## src/common/dltc_pkg.sv

```systemverilog
// Purpose: constants and types of the debug low-power and trace configuration unit
// Assumes: 32-bit word register port on the private peripheral bus
// Notes: all offsets, field positions and reset values live here
package dltc_pkg;

  // register addresses
  localparam logic [31:0] DLTC_CFG_ADDR = 32'hE0042004;
  localparam logic [31:0] DLTC_FRZ_ADDR = 32'hE0042008;
  localparam logic [31:0] DLTC_STAT_ADDR = 32'hE0042010;

  // reset values and writable masks
  localparam logic [31:0] DLTC_CFG_RESET = 32'h00000000;
  localparam logic [31:0] DLTC_FRZ_RESET = 32'h00000000;
  localparam logic [31:0] DLTC_CFG_MASK = 32'h000000E7;
  localparam logic [31:0] DLTC_FRZ_MASK = 32'h0003FFFF;

  // debug_configuration fields
  localparam int DLTC_SLEEP_KEEP_BIT = 0;
  localparam int DLTC_STOP_KEEP_BIT = 1;
  localparam int DLTC_STANDBY_KEEP_BIT = 2;
  localparam int DLTC_TRACE_EN_BIT = 5;
  localparam int DLTC_TRACE_MODE_LSB = 6;
  localparam int DLTC_TRACE_MODE_MSB = 7;

  // freeze_select fields
  localparam int DLTC_FRZ_CNT_N = 16;
  localparam int DLTC_FRZ_CAN_BIT = 16;
  localparam int DLTC_FRZ_SMB_BIT = 17;
  localparam int DLTC_FRZ_W = 18;

  // status fields
  localparam int DLTC_ST_PWR_LSB = 0;
  localparam int DLTC_ST_PWR_MSB = 1;
  localparam int DLTC_ST_HALT_BIT = 2;
  localparam int DLTC_ST_SYSRST_BIT = 3;
  localparam int DLTC_ST_STBYRST_BIT = 4;

  // transfer size code of a full word
  localparam logic [1:0] DLTC_SIZE_WORD = 2'h2;

  typedef enum logic [1:0] {
    DLTC_TR_ASYNC = 2'h0,
    DLTC_TR_SYNC1 = 2'h1,
    DLTC_TR_SYNC2 = 2'h2,
    DLTC_TR_SYNC4 = 2'h3
  } dltc_trace_e;

  typedef enum logic [1:0] {
    DLTC_PWR_RUN = 2'h0,
    DLTC_PWR_SLEEP = 2'h1,
    DLTC_PWR_STOP = 2'h3,
    DLTC_PWR_STANDBY = 2'h2
  } dltc_pwr_e;

endpackage

```

## src/common/dltc_cfg_if.sv

```systemverilog
// Purpose: carries configuration from the register file to the helper modules
// Assumes: single clock domain
// Notes: driven only by the top module
`timescale 1ns/1ps
interface dltc_cfg_if;
  import dltc_pkg::*;
  logic trace_en;
  logic [1:0] trace_mode;
  logic [DLTC_FRZ_W-1:0] frz_sel;
  logic halted;
  modport ctrl (output trace_en, output trace_mode, output frz_sel, output halted);
  modport trace (input trace_en, input trace_mode);
  modport freeze (input frz_sel, input halted);
endinterface

```

## src/design/dltc_freeze_gate.sv

```systemverilog
// Purpose: per-peripheral clock run enables while the core is halted
// Assumes: halted is a level synchronous to clk
// Notes: one bit per frozen function, width set by parameter
`timescale 1ns/1ps
module dltc_freeze_gate #(
  parameter int W = 1
) (
  input wire logic clk,
  input wire logic rst_n,
  dltc_cfg_if.freeze cfg,
  output logic [W-1:0] run_en
);
  logic [W-1:0] run_reg;
  logic [W-1:0] run_next;

  always_comb begin
    run_next = ~(cfg.frz_sel[W-1:0] & {W{cfg.halted}});
  end

  always_ff @(posedge clk or negedge rst_n) begin
    if (!rst_n) begin
      run_reg <= '1;
    end else begin
      run_reg <= run_next;
    end
  end

  assign run_en = run_reg;
endmodule // dltc_freeze_gate

```

## src/design/dltc_trace_pins.sv

```systemverilog
// Purpose: trace pin assignment from enable and layout
// Assumes: layout field may change at any time
// Notes: outputs are registered levels
`timescale 1ns/1ps
module dltc_trace_pins
  import dltc_pkg::*;
(
  input wire logic clk,
  input wire logic rst_n,
  dltc_cfg_if.trace cfg,
  output logic async_pin_en,
  output logic clk_pin_en,
  output logic [3:0] lane_en
);
  logic async_reg;
  logic async_next;
  logic clk_reg;
  logic clk_next;
  logic [3:0] lane_reg;
  logic [3:0] lane_next;

  always_comb begin
    async_next = 1'b0;
    clk_next = 1'b0;
    lane_next = 4'h0;
    if (cfg.trace_en) begin
      unique case (dltc_trace_e'(cfg.trace_mode))
        DLTC_TR_ASYNC: async_next = 1'b1;
        DLTC_TR_SYNC1: begin
          clk_next = 1'b1;
          lane_next = 4'h1;
        end
        DLTC_TR_SYNC2: begin
          clk_next = 1'b1;
          lane_next = 4'h3;
        end
        DLTC_TR_SYNC4: begin
          clk_next = 1'b1;
          lane_next = 4'hF;
        end
      endcase
    end
  end

  always_ff @(posedge clk or negedge rst_n) begin
    if (!rst_n) begin
      async_reg <= 1'b0;
      clk_reg <= 1'b0;
      lane_reg <= 4'h0;
    end else begin
      async_reg <= async_next;
      clk_reg <= clk_next;
      lane_reg <= lane_next;
    end
  end

  assign async_pin_en = async_reg;
  assign clk_pin_en = clk_reg;
  assign lane_en = lane_reg;
endmodule // dltc_trace_pins

```

## src/design/dltc_top.sv

```systemverilog
// Purpose: debug configuration unit: low-power clock keeping, trace pins, halt freezing
// Assumes: NRST is the power-on reset; SYS_NRST is the system reset
// Notes: registers answer on the private peripheral bus port, one word each
`timescale 1ns/1ps

////////////////////////////////////////////////////////////////////////////////
module dltc_top
  import dltc_pkg::*;
(
  input wire logic MCLK,
  input wire logic NRST,
  input wire logic SYS_NRST,
  input wire logic PPB_SEL,
  input wire logic PPB_WRITE,
  input wire logic [31:0] PPB_ADDR,
  input wire logic [1:0] PPB_SIZE,
  input wire logic [31:0] PPB_WDATA,
  output logic [31:0] PPB_RDATA,
  output logic PPB_ERR,
  input wire logic CORE_HALTED,
  input wire logic LP_SLEEP,
  input wire logic LP_STOP,
  input wire logic LP_STANDBY,
  output logic SLEEP_CLOCK_KEEP,
  output logic STOP_CLOCK_KEEP,
  output logic STANDBY_POWER_KEEP,
  output logic CORE_CLK_EN,
  output logic BUS_CLK_EN,
  output logic CORE_CLK_FROM_RCOSC,
  output logic RCOSC_KEEP_ON,
  output logic DIGITAL_POWER_ON,
  output logic STANDBY_SYS_RESET,
  output logic CLK_CFG_DEFAULT,
  output logic TICK_CLK_EN,
  output logic TRACE_PIN_EN,
  output logic [1:0] TRACE_LAYOUT,
  output logic TRACE_ASYNC_PIN_EN,
  output logic TRACE_CLK_PIN_EN,
  output logic [3:0] TRACE_LANE_EN,
  output logic [DLTC_FRZ_CNT_N-1:0] CNT_CLK_EN,
  output logic CAN_RX_HOLD,
  output logic SMBUS_TIMEOUT_HOLD
);

  //////////////////////////////////////////////////////////////////////////////
  // power-on reset release
  logic por_meta_reg;
  logic por_sync_reg;
  logic rst_n;

  always_ff @(posedge MCLK or negedge NRST) begin
    if (!NRST) begin
      por_meta_reg <= 1'b0;
      por_sync_reg <= 1'b0;
    end else begin
      por_meta_reg <= 1'b1;
      por_sync_reg <= por_meta_reg;
    end
  end

  assign rst_n = por_sync_reg;

  //////////////////////////////////////////////////////////////////////////////
  // register port
  logic [31:0] cfg_reg;
  logic [31:0] cfg_next;
  logic [DLTC_FRZ_W-1:0] frz_reg;
  logic [DLTC_FRZ_W-1:0] frz_next;
  logic [31:0] rdata_reg;
  logic [31:0] rdata_next;
  logic err_reg;
  logic err_next;
  logic [31:0] status_word;
  logic hit_cfg;
  logic hit_frz;
  logic hit_stat;
  logic word_ok;
  dltc_pwr_e pwr_reg;
  logic stby_rst_reg;

  assign hit_cfg = (PPB_ADDR == DLTC_CFG_ADDR);
  assign hit_frz = (PPB_ADDR == DLTC_FRZ_ADDR);
  assign hit_stat = (PPB_ADDR == DLTC_STAT_ADDR);
  assign word_ok = (PPB_SIZE == DLTC_SIZE_WORD);

  always_comb begin
    status_word = 32'h00000000;
    status_word[DLTC_ST_PWR_MSB:DLTC_ST_PWR_LSB] = pwr_reg;
    status_word[DLTC_ST_HALT_BIT] = CORE_HALTED;
    status_word[DLTC_ST_SYSRST_BIT] = ~SYS_NRST;
    status_word[DLTC_ST_STBYRST_BIT] = stby_rst_reg;
  end

  // system reset does not gate the write path, so debugger and software both reach it
  always_comb begin
    cfg_next = cfg_reg;
    frz_next = frz_reg;
    rdata_next = rdata_reg;
    err_next = 1'b0;
    if (PPB_SEL) begin
      if (!word_ok || !(hit_cfg || hit_frz || hit_stat)) begin
        err_next = 1'b1;
        rdata_next = 32'h00000000;
      end else if (PPB_WRITE) begin
        if (hit_cfg) begin
          cfg_next = PPB_WDATA & DLTC_CFG_MASK;
        end
        if (hit_frz) begin
          frz_next = PPB_WDATA[DLTC_FRZ_W-1:0];
        end
      end else begin
        if (hit_cfg) begin
          rdata_next = cfg_reg & DLTC_CFG_MASK;
        end else if (hit_frz) begin
          rdata_next = {{(32-DLTC_FRZ_W){1'b0}}, frz_reg};
        end else begin
          rdata_next = status_word;
        end
      end
    end
  end

  always_ff @(posedge MCLK or negedge rst_n) begin
    if (!rst_n) begin
      cfg_reg <= DLTC_CFG_RESET;
      frz_reg <= DLTC_FRZ_RESET[DLTC_FRZ_W-1:0];
      rdata_reg <= 32'h00000000;
      err_reg <= 1'b0;
    end else begin
      cfg_reg <= cfg_next;
      frz_reg <= frz_next;
      rdata_reg <= rdata_next;
      err_reg <= err_next;
    end
  end

  assign PPB_RDATA = rdata_reg;
  assign PPB_ERR = err_reg;

  //////////////////////////////////////////////////////////////////////////////
  // configuration levels
  logic sleep_keep;
  logic stop_keep;
  logic standby_keep;

  assign sleep_keep = cfg_reg[DLTC_SLEEP_KEEP_BIT];
  assign stop_keep = cfg_reg[DLTC_STOP_KEEP_BIT];
  assign standby_keep = cfg_reg[DLTC_STANDBY_KEEP_BIT];

  assign SLEEP_CLOCK_KEEP = sleep_keep;
  assign STOP_CLOCK_KEEP = stop_keep;
  assign STANDBY_POWER_KEEP = standby_keep;
  assign TRACE_PIN_EN = cfg_reg[DLTC_TRACE_EN_BIT];
  assign TRACE_LAYOUT = cfg_reg[DLTC_TRACE_MODE_MSB:DLTC_TRACE_MODE_LSB];

  //////////////////////////////////////////////////////////////////////////////
  // low-power mode tracking and clock steering
  dltc_pwr_e pwr_next;
  logic core_en_reg;
  logic core_en_next;
  logic bus_en_reg;
  logic bus_en_next;
  logic rc_src_reg;
  logic rc_src_next;
  logic rc_on_reg;
  logic rc_on_next;
  logic pwr_on_reg;
  logic pwr_on_next;
  logic stby_rst_next;
  logic cfg_dflt_reg;
  logic cfg_dflt_next;

  always_comb begin
    if (LP_STANDBY) begin
      pwr_next = DLTC_PWR_STANDBY;
    end else if (LP_STOP) begin
      pwr_next = DLTC_PWR_STOP;
    end else if (LP_SLEEP) begin
      pwr_next = DLTC_PWR_SLEEP;
    end else begin
      pwr_next = DLTC_PWR_RUN;
    end
  end

  always_comb begin
    core_en_next = 1'b1;
    bus_en_next = 1'b1;
    rc_src_next = 1'b0;
    rc_on_next = 1'b0;
    pwr_on_next = 1'b1;
    stby_rst_next = 1'b0;
    cfg_dflt_next = 1'b0;
    unique case (pwr_next)
      DLTC_PWR_RUN: begin
        // stop and standby exits come back on the power-on clock setup
        cfg_dflt_next = (pwr_reg == DLTC_PWR_STOP) ||
                        (pwr_reg == DLTC_PWR_STANDBY);
      end
      DLTC_PWR_SLEEP: begin
        bus_en_next = sleep_keep;
      end
      DLTC_PWR_STOP: begin
        core_en_next = stop_keep;
        bus_en_next = stop_keep;
        rc_src_next = stop_keep;
        rc_on_next = stop_keep;
      end
      DLTC_PWR_STANDBY: begin
        core_en_next = standby_keep;
        bus_en_next = standby_keep;
        rc_src_next = standby_keep;
        rc_on_next = standby_keep;
        pwr_on_next = standby_keep;
        stby_rst_next = standby_keep;
      end
    endcase
  end

  always_ff @(posedge MCLK or negedge rst_n) begin
    if (!rst_n) begin
      pwr_reg <= DLTC_PWR_RUN;
      core_en_reg <= 1'b1;
      bus_en_reg <= 1'b1;
      rc_src_reg <= 1'b0;
      rc_on_reg <= 1'b0;
      pwr_on_reg <= 1'b1;
      stby_rst_reg <= 1'b0;
      cfg_dflt_reg <= 1'b0;
    end else begin
      pwr_reg <= pwr_next;
      core_en_reg <= core_en_next;
      bus_en_reg <= bus_en_next;
      rc_src_reg <= rc_src_next;
      rc_on_reg <= rc_on_next;
      pwr_on_reg <= pwr_on_next;
      stby_rst_reg <= stby_rst_next;
      cfg_dflt_reg <= cfg_dflt_next;
    end
  end

  assign CORE_CLK_EN = core_en_reg;
  assign BUS_CLK_EN = bus_en_reg;
  assign CORE_CLK_FROM_RCOSC = rc_src_reg;
  assign RCOSC_KEEP_ON = rc_on_reg;
  assign DIGITAL_POWER_ON = pwr_on_reg;
  assign STANDBY_SYS_RESET = stby_rst_reg;
  assign CLK_CFG_DEFAULT = cfg_dflt_reg;
  // tick timer follows the core clock only; halt freezing never reaches it
  assign TICK_CLK_EN = core_en_reg;

  //////////////////////////////////////////////////////////////////////////////
  // trace pins and halt freezing
  dltc_cfg_if cfg_bus ();
  logic [DLTC_FRZ_W-1:0] run_en;

  assign cfg_bus.trace_en = cfg_reg[DLTC_TRACE_EN_BIT];
  assign cfg_bus.trace_mode = cfg_reg[DLTC_TRACE_MODE_MSB:DLTC_TRACE_MODE_LSB];
  assign cfg_bus.frz_sel = frz_reg;
  assign cfg_bus.halted = CORE_HALTED;

  dltc_trace_pins u_trace (
    .clk(MCLK),
    .rst_n(rst_n),
    .cfg(cfg_bus.trace),
    .async_pin_en(TRACE_ASYNC_PIN_EN),
    .clk_pin_en(TRACE_CLK_PIN_EN),
    .lane_en(TRACE_LANE_EN)
  );

  dltc_freeze_gate #(
    .W(DLTC_FRZ_W)
  ) u_freeze (
    .clk(MCLK),
    .rst_n(rst_n),
    .cfg(cfg_bus.freeze),
    .run_en(run_en)
  );

  assign CNT_CLK_EN = run_en[DLTC_FRZ_CNT_N-1:0];
  assign CAN_RX_HOLD = ~run_en[DLTC_FRZ_CAN_BIT];
  assign SMBUS_TIMEOUT_HOLD = ~run_en[DLTC_FRZ_SMB_BIT];

endmodule // dltc_top

```

## config.mk

```make
export PLATFORM = sky130hd
export DESIGN_NAME = dltc_top
export DESIGN_NICKNAME = d
export VERILOG_FILES = /design/src/common/dltc_pkg.sv /design/src/common/dltc_cfg_if.sv /design/src/design/dltc_freeze_gate.sv /design/src/design/dltc_trace_pins.sv /design/src/design/dltc_top.sv
export SDC_FILE = /design/constraint.sdc
export NUM_CORES = 1
export LEC_CHECK = 0
export BUFFER_PORTS_ARGS = -buffer_cell sky130_fd_sc_hd__buf_2
export CORE_ASPECT_RATIO = 1.4
export CORE_MARGIN = 4
export CORE_UTILIZATION = 43
export DETAILED_ROUTE_END_ITERATION = 8
export GPL_ROUTABILITY_DRIVEN = 0
export HOLD_SLACK_MARGIN = 0.08
export PLACE_DENSITY = 0.85
export SYNTH_ARGS = -nofsm -noshare
export SYNTH_HDL_FRONTEND = slang
export SYNTH_SLANG_ARGS = --single-unit
```

## constraint.sdc

```tcl
create_clock -name MCLK -period 2.2 [get_ports MCLK]
set_clock_uncertainty 0.15 [all_clocks]
set_input_delay 0.11 -clock MCLK [delete_from_list [all_inputs] [get_ports MCLK]]
set_output_delay 0.11 -clock MCLK [all_outputs]
set_load 0.02 [all_outputs]
```

==> metrics, run 1 <==
final slew viol count=0; layout cell share with drive strength beyond 1=50.9%; ys async rst share=100%; worst slew pin tran=0.561 ns; CP endpoint kind=flop; Power Total=between 2 and 3 mW; xor/xnor share of the synthesized area=0.265%; simple-gate share of the synthesized area=a little over an eighth; Tmin final=1.86 ns; WS Path Type=in -> reg; Worst path top cell family by delay=buffers and inverters; grt total ovfl=0; run status=complete, no violations; initial core utilization=between 40% and 50%; Reg2Reg Depth=4; Syn Std Cell Area=0.00331 mm2; Layout Nets=around 460; H-tree depth=3; drt total wl=7620 um; Area growth, synth to finish=30.3%; startpoint types=input pin; CP startpoint=PPB_SIZE[0]; Crit Reg-Reg Endpoint=PPB_RDATA[3]; CP peak stage delay=0.53 ns; PostCTS Resize Cnt=0; wire per inst=between 15 and 20 um; Filler cells=about 640; top_reg_cell synth=dfrtp_1; root buffer cell=clkbuf_8; Worst slew margin=between 60% and 70%; Syn. warnings=0; core area=0.00741 mm2; Final Worst Setup Slack=between 0.3 and 0.4 ns; synth unique cells=between 40 and 50; Die H=112 um; Crit path depth=7; main combinational cell family by area after synthesis=simple AND/OR/NAND/NOR gates; hpwl dp=about 5500 um; Worst path slowest cell=dlygate4sd3_1; reg2reg start=cfg_bus.frz_sel[3]; hold path depth=3; setup slack at placement=between 0.2 and 0.3 ns; Pwr per Cell Area=611 mW/mm2; Via density=approximately 4.8; total number of vias=approximately 2300; register area=about 0.0019 mm2; largest net degree at the start of global routing=between 70 and 80; drt drc=0; hold path endpoint=PPB_RDATA[6]; CP Buf/Inv Count=3; initial antenna violation count=0; Max Root-Sink Buffers=2; Seq cells post-synth=75; post-synthesis mux area share=~8.2%; fin util=around 58%; EDFF count, synth=0; Worst VDD drop=0.406 mV; 1st-pass router iterations=4; worst-skew pair later-pin latency=approximately 0.34 ns; CTS tree=done; type of the tightest min-delay check=in -> reg; sequential share of the synthesized area=57.5%; final setup vio count=0; cells along the critical path=dlygate4sd3_1 -> buf_2 -> and3b_1 -> nand3_1 -> nor3_4 -> buf_4 -> mux2_2; vias in the first global route=about 2600; unrepaired setup endpoints after global routing=false; post-route setup TNS=0 ns; clock slew at reported path FFs=roughly 0.07 ns; Fmax=537 MHz; Mapped Cells=around 250; area of the die=0.00918 mm2; commonest cells after routing, fill and taps aside=buf_2 (117), dfrtp_1 (53), dlygate4sd3_1 (28), mux2_2 (22), dfstp_2 (21); footprint of the multi-input gates=~0.0011 mm2; Final Hold Vio Count=0; Top Ports=between 100 and 150; antenna viol nets, final=0; Data arrival, critical path=roughly 1.9 ns; Final Cycle Share=between 80% and 90%; Iter 0 DRT Violations=between 40 and 50; reg2reg setup slack=roughly 0.8 ns; cts bufs inserted=9; Critical Path RT=approximately 2.3 ns; Post-Synth Adder-Cell Area=0%; num rows=37; P_leak=approximately 2.2 nW; hold path start=PPB_ADDR[4]; first-pass GRT wire length=12300 um; port bufs=around 120; GR Util All Layers=between 10% and 20%; post-synthesis compound-gate area fraction=around 11%; antenna diode count=0; commonest non-fill, non-tap cell in the layout=buf_2; Post-Syn Area per Cell=roughly 13 um2; crit path max fanout=10; Max-cap violations=0; Clock Sinks=75; die width=approximately 82 um
-- metrics by stage --
stage / area (um2) / hold WS (ns) / instances
after floorplan: 3360 / -0.336 / 260
final: 4310 / 0.126 / 482
after CTS: 4310 / 0.108 / 482
after detailed placement: 3840 / -0.253 / 438
after global routing: 4310 / 0.128 / 482
after global placement: 3840 / -0.255 / 438
-- per-layer routing --
metal	global-route usage (%)	wire, um	vias up
met5	0	0	-
met4	6.10	121	0
met3	5.99	496	10
met2	30.8	4140	73
met1	19.5	2860	1130
li1	-	-	1107
-- cell usage after synthesis, types with 2 or more instances --
| cell type | count | share of area (%) |
|---|---|---|
| buf_6 | 2 | 0.68 |
| nor4_4 | 2 | 1.3 |
| nor2b_1 | 5 | 0.95 |
| a32o_1 | 13 | 3.9 |
| o21ai_0 | 3 | 0.45 |
| nand4_4 | 2 | 1.3 |
| inv_1 | 5 | 0.57 |
| buf_4 | 34 | 7.7 |
| clkbuf_1 | 5 | 0.57 |
| dfstp_2 | 21 | 17 |
| conb_1 | 2 | 0.23 |
| a22o_1 | 14 | 3.7 |
| and3_1 | 2 | 0.38 |
| mux2_2 | 22 | 7.5 |
| dfrtp_1 | 54 | 41 |
| nor2_1 | 5 | 0.57 |
| nor4b_4 | 2 | 1.4 |
| nand2_1 | 19 | 2.2 |
| nor3b_1 | 5 | 1.1 |
| mux2_1 | 2 | 0.68 |
| and2_1 | 3 | 0.57 |
-- worst reg2reg max path, delay by kind of cell (launching register included) --
kind | cells | cell delay, ns
AO/OA/AOI/OAI | 3 | 0.63
flip-flops | 1 | 0.38
AND/OR/NAND/NOR | 1 | 0.18
-- repair_timing --
| action | 4_1_cts | 5_1_grt |
|---|---|---|
| buffers inserted | 0 | 0 |
| endpoints found under the setup margin | 0 | 0 |
| hold endpoints to repair | 56 | 0 |
| hold buffers | 28 | 0 |
-- report_power, final --
group	internal [mW]	switching (mW)
Clock	0.523	0.487
Combinational	0.102	0.128
Sequential	1.39	0.00307
-- kinds of logic after synthesis --
kind of cell | after synthesis
other | 2
AND/OR/NAND/NOR | 58
XOR/XNOR | 1
AO/OA/AOI/OAI | 39
buffers and inverters | 48
flip-flops | 75
multiplexers | 24
-- layout make-up --
type                    instances  share of cell area [%]
inverters                       5                   0.435
repair buffers                152                    21.9
clock buffers                  10                    2.96
multi-input cells             137                    26.2
well taps                      97                    2.81
flip-flops and latches         75                    44.2
clock inverters                 6                    1.54
-- how the worst max path moves through the flow --
stage	slack (ns)	to
after floorplan	0.36	cfg_bus.frz_sel[10]
after global placement	0.32	PPB_RDATA[2]
after detailed placement	0.29	PPB_RDATA[0]
after CTS	0.38	cfg_bus.frz_sel[14]
after global routing	0.26	cfg_bus.frz_sel[14]
final	0.34	cfg_bus.frz_sel[14]
No activity file was read; power rests on OpenSTA's default activity.
==> run 2, diff against run 1 <==
Clock period 2.2 ns to 1.58 ns, I/O delays scaled along.
==> metrics, run 2 (synthesis results as in run 1) <==
run status=complete, no violations; antenna diode count=0 (unchanged); Iter 0 DRT Violations=83 (+100%); worst-skew pair later-pin latency=0.34 ns (about the same); commonest non-fill, non-tap cell in the layout=buf_2; hpwl dp=5720 um (+3.8%); P_leak=2.27 nW (+3.8%); post-route cell area=0.00446 mm2 (+3.5%); Via density=4.85 (+0.72%); CTS tree=done; clock slew at reported path FFs=0.08 ns (about the same); Max-cap violations=0 (unchanged); Max Root-Sink Buffers=2 (unchanged); crit path max fanout=5 (-5); Tmin final=around 1.6 ns; final slew viol count=0 (unchanged); total number of vias=2390 (+3.0%); Area growth, synth to finish=34.8%; vias in the first global route=2540 (-1.9%); H-tree depth=3 (unchanged); num rows=37 (unchanged); Crit Reg-Reg Endpoint=PPB_RDATA[3]; Worst path top cell family by delay=buffers and inverters; grt total ovfl=0 (unchanged); root buffer cell=clkbuf_8; Top Ports=146 (unchanged); first-pass GRT wire length=12200 um (-0.68%); GR Util All Layers=17.7% (+0.035 points); core area=0.00741 mm2 (unchanged); Pwr per Cell Area=887 mW/mm2 (+45%); CP Buf/Inv Count=2 (-1); reg2reg start=cfg_bus.frz_sel[3]; Final Hold Vio Count=0 (unchanged); Fmax=around 640 MHz; type of the tightest min-delay check=in -> reg; Crit path depth=6 (-1); unrepaired setup endpoints after global routing=false; Final Cycle Share=between 90 and 100%; startpoint types=input pin; Reg2Reg Depth=4 (unchanged); Critical Path RT=1.67 ns (-0.60 ns); CP peak stage delay=0.54 ns (about the same); initial core utilization=44.7% (unchanged); CP endpoint kind=flop; port bufs=117 (unchanged); reg2reg setup slack=0.12 ns (-0.68 ns); area of the die=0.00918 mm2 (unchanged); hold path depth=4 (+1); commonest cells after routing, fill and taps aside=buf_2 (116), dfrtp_1 (53), dlygate4sd3_1 (28), mux2_2 (22), dfstp_2 (21); final setup vio count=0 (unchanged); setup slack at placement=-0.258 ns (-0.549 ns); Area after DPL=0.00393 mm2 (+2.3%); Layout Nets=466 (+2.4%); cells along the critical path=dlygate4sd3_1 -> buf_4 -> and4bb_2 -> and3_1 -> a32o_1 -> a22o_1; Worst VDD drop=0.574 mV (+41%); initial antenna violation count=0 (unchanged); drt drc=0 (unchanged); 1st-pass router iterations=4 (unchanged); antenna viol nets, final=0 (unchanged); largest net degree at the start of global routing=66 (-11%); cts bufs inserted=9 (unchanged); CP Capture Point=PPB_RDATA[2]; wire per inst=15.7 um (-0.78%); Die H=112 um (unchanged); Clock Sinks=75 (unchanged); WS Path Type=in -> reg; drt total wl=7740 um (+1.5%); Data arrival, critical path=1.64 ns (-0.29 ns); CP startpoint=PPB_SEL; Final Worst Setup Slack=0.0285 ns (-0.308 ns); die width=82.1 um (unchanged); Worst path slowest cell=dlygate4sd3_1; layout cell share with drive strength beyond 1=53.5% (+2.6 points); Filler cells=618 (-3.7%)
## run 2: worst min path at each step
stage	startpoint	to	slack, ns
6_report	SYS_NRST	PPB_RDATA[3]	0.11
5_1_grt	SYS_NRST	PPB_RDATA[3]	0.12
4_1_cts	SYS_NRST	PPB_RDATA[3]	0.09
3_5_place_dp	NRST	por_meta_reg	-0.28
3_3_place_gp	NRST	por_meta_reg	-0.29
2_1_floorplan	NRST	por_meta_reg	-0.37
## run 2: routing by layer
layer  GRT usage [%]  part of all wire [%]  vias to the layer above
li1                -                     -                     1122
met1            19.1                    36                     1177
met2            31.2                    56                       81
met3            5.42                   6.9                       10
met4            7.32                   1.4                        0
met5               0                     0                        -
## run 2: worst min-delay path: stages
cell       delay [ns]
buf_2            0.09
o21bai_1         0.11
a2111oi_1        0.08
a22o_1           0.20
## run 2: final cells by class
type                       count  area (um2)  area share (%)
inverter                       5        18.8           0.421
clock inverter                 6        96.3            2.16
sequential                    75        1900            42.7
multi-input combinational    137        1150            25.7
clock buffer                  10         138            3.09
timing repair buffer         163        1040            23.2
tap                           97         121            2.72
## run 2: stage by stage
stage	cells	utilization [%]	total power [mW]	hold WS, ns	setup TNS, ns
finish	493	60.2	3.96	0.106	0
global route	493	60.2	4.12	0.120	0
CTS	493	59.9	4.00	0.0888	0
detailed placement	449	53.0	2.26	-0.284	-9.14
global placement	449	53.0	2.26	-0.285	-7.10
floorplan	260	-	2.14	-0.367	-2.89
## run 2: repair_timing
item,in CTS,in global routing
endpoints found under the hold margin,64,0
setup endpoints to repair,0,32
setup buffers,0,0
resized for setup,0,8
hold buffers,28,0
## run 2: report_power, final
group / internal, mW / total (mW) / switching [mW]
clock network: 0.951 / 1.67 / 0.721
logic: 0.160 / 0.342 / 0.182
registers: 1.93 / 1.94 / 0.00715
total: 3.05 / 3.96 / 0.911
==> run 3, diff against run 2 <==
Settings changed: CORE_UTILIZATION 43 to 44, CTS_BUF_LIST set to sky130_fd_sc_hd__clkbuf_2, PLACE_DENSITY 0.85 to 0.86.
==> metrics, run 3 (synthesis results as in run 1) <==
run status=complete, no violations; Net Sw Power=847 uW (-7.0%); H-tree depth=3 (unchanged); Final Cycle Share=97.3% (-0.92 points); GR Util All Layers=18.5% (+0.76 points); Top Ports=146 (unchanged); area of the die=0.00899 mm2 (-2.1%); drt drc=0 (unchanged); CP endpoint kind=flop; vias in the first global route=2497 (-1.7%); worst-skew pair later-pin latency=0.54 ns (+0.20 ns); Clock Sinks=75 (unchanged); total number of vias=2433 (+1.8%); antenna diode count=0 (unchanged); commonest cells after routing, fill and taps aside=buf_2 (117), dfrtp_1 (53), dlygate4sd3_1 (34), mux2_2 (22), dfstp_2 (21); layout cell share with drive strength beyond 1=52.0% (-1.6 points); Iter 0 DRT Violations=75 (-9.6%); CTS tree=done; Layout Nets=474 (+1.7%); hold path depth=6 (+2); wire per inst=15.5 um (-1.2%); CP Buf/Inv Count=3 (+1); CTS Hold Buffers Added=34 (+21%); Comb pwr share=10.6% (+1.9 points); hpwl dp=5600 um (-2.1%); final slew viol count=0 (unchanged); clock slew at reported path FFs=0.17 ns (+0.09 ns); clock power share=30.9% (-11 points); core area=0.00736 mm2 (-0.62%); Pwr per Cell Area=757 mW/mm2 (-15%); Max-cap violations=0 (unchanged); Data arrival, critical path=1.81 ns (+0.17 ns); crit path max fanout=8 (+3); Reg2Reg Depth=4 (unchanged); initial core utilization=44.9% (+0.28 points); WS Path Type=in -> reg; P_leak=2.26 nW (-0.58%); Crit Reg-Reg Endpoint=PPB_RDATA[3]; port bufs=117 (unchanged); die width=81.3 um (-1.0%); Filler cells=598 (-3.2%); reg2reg setup slack=0.13 ns (about the same); unrepaired setup endpoints after global routing=false; PostCTS Resize Cnt=0 (unchanged); Worst VDD drop=0.440 mV (-23%); type of the tightest min-delay check=in -> reg; initial antenna violation count=0 (unchanged); drt total wl=7770 um (+0.41%); 1st-pass router iterations=4 (unchanged); cells along the critical path=dlygate4sd3_1 -> buf_2 -> and3b_1 -> nand3_1 -> nor3_4 -> buf_4 -> mux2_2; hold path endpoint=PPB_RDATA[3]; switching share of power=25.5% (+2.4 points); cts bufs inserted=9 (unchanged); Power Total=3.32 mW (-16%); commonest non-fill, non-tap cell in the layout=buf_2; post-route cell area=0.00439 mm2 (-1.6%); Max Root-Sink Buffers=2 (unchanged); Worst path slowest cell=dlygate4sd3_1; root buffer cell=clkbuf_2; Die H=111 um (-1.1%); Via density=4.86 (+0.17%); Internal Pwr Total=2.48 mW (-19%); Area growth, synth to finish=32.7%; setup bufs post-CTS=0 (unchanged); sequential share of power=58.5% (+9.4 points); num rows=37 (unchanged); CP peak stage delay=0.53 ns (about the same); largest net degree at the start of global routing=74 (+12%); reg2reg start=cfg_bus.frz_sel[3]; Tmin final=1.54 ns (-0.0146 ns); Critical Path RT=1.85 ns (+0.18 ns); hold path start=PPB_ADDR[28]; Final Hold Vio Count=0 (unchanged); grt total ovfl=0 (unchanged); Area after DPL=0.00394 mm2 (+0.38%); Fmax=651 MHz (+0.95%); first-pass GRT wire length=12500 um (+2.7%); final setup vio count=0 (unchanged); startpoint types=input pin; antenna viol nets, final=0 (unchanged); Worst path top cell family by delay=buffers and inverters
run 3: cell types whose count changed in the layout (fill, tap and decap cells not counted), moves of 2 or more:
cell           before  now
clkbuf_2            0   11
buf_4              15   18
dlygate4sd3_1      28   34
buf_6               2    0
clkbuf_8           10    0
run 3: metal layers:
metal | track usage (%) | wire length, um | vias up
li1 | - | - | 1140
met1 | 19.9 | 2840 | 1189
met2 | 32.4 | 4230 | 90
met3 | 5.79 | 550 | 14
met4 | 7.44 | 157 | 0
met5 | 0 | 0 | -
run 3: area by class of cell:
cell class / count / area (um2) / share of cell area [%]
Sequential cell: 75 / 1900 / 43.4
Multi-Input combinational cell: 137 / 1130 / 25.8
Timing Repair Buffer: 171 / 1100 / 25.1
Tap cell: 97 / 121 / 2.76
Clock buffer: 11 / 55.1 / 1.25
Clock inverter: 5 / 55.1 / 1.25
Inverter: 5 / 18.8 / 0.427
run 3: worst max-delay path by stage:
stage,start,to,slack [ns],cells after the start
6_report,PPB_SIZE[1],cfg_bus.frz_sel[4],0.04,7
5_1_grt,CORE_CLK_EN,CORE_CLK_EN,0.01,1
4_1_cts,u_freeze.run_en[0],CNT_CLK_EN[0],0.04,1
3_5_place_dp,PPB_ADDR[9],cfg_bus.frz_sel[11],-0.22,6
3_3_place_gp,PPB_ADDR[14],cfg_bus.frz_sel[12],-0.19,6
2_1_floorplan,PPB_ADDR[16],cfg_bus.frz_sel[10],-0.17,5
run 3: worst register-to-register path, cell delays in order (launching register included):
cell	delay, ns
dfrtp_1	0.41
nor3b_1	0.17
o21ai_0	0.11
a2111oi_0	0.39
a22o_1	0.18
run 3: stage by stage:
step	cells	setup TNS (ns)	hold slack (ns)	util [%]	setup slack (ns)
finish	501	0	0.0319	59.6	0.0431
global route	501	0	0.0188	59.6	0.00954
CTS	501	0	-0.000506	59.6	0.0414
detailed placement	451	-7.65	-0.284	53.5	-0.221
global placement	451	-6.30	-0.286	53.5	-0.189
floorplan	260	-2.89	-0.367	-	-0.173
run 3: power by group through the flow:
| stage | clock (mW) | combinational, mW | sequential, mW |
|---|---|---|---|
| final | 1.03 | 0.354 | 1.94 |
| after global routing | 1.15 | 0.388 | 1.95 |
| after CTS | 1.05 | 0.354 | 1.94 |
| after detailed placement | 0 | 0.289 | 1.98 |
| after global placement | 0 | 0.283 | 1.97 |
| after floorplan | 0 | 0.128 | 2.01 |
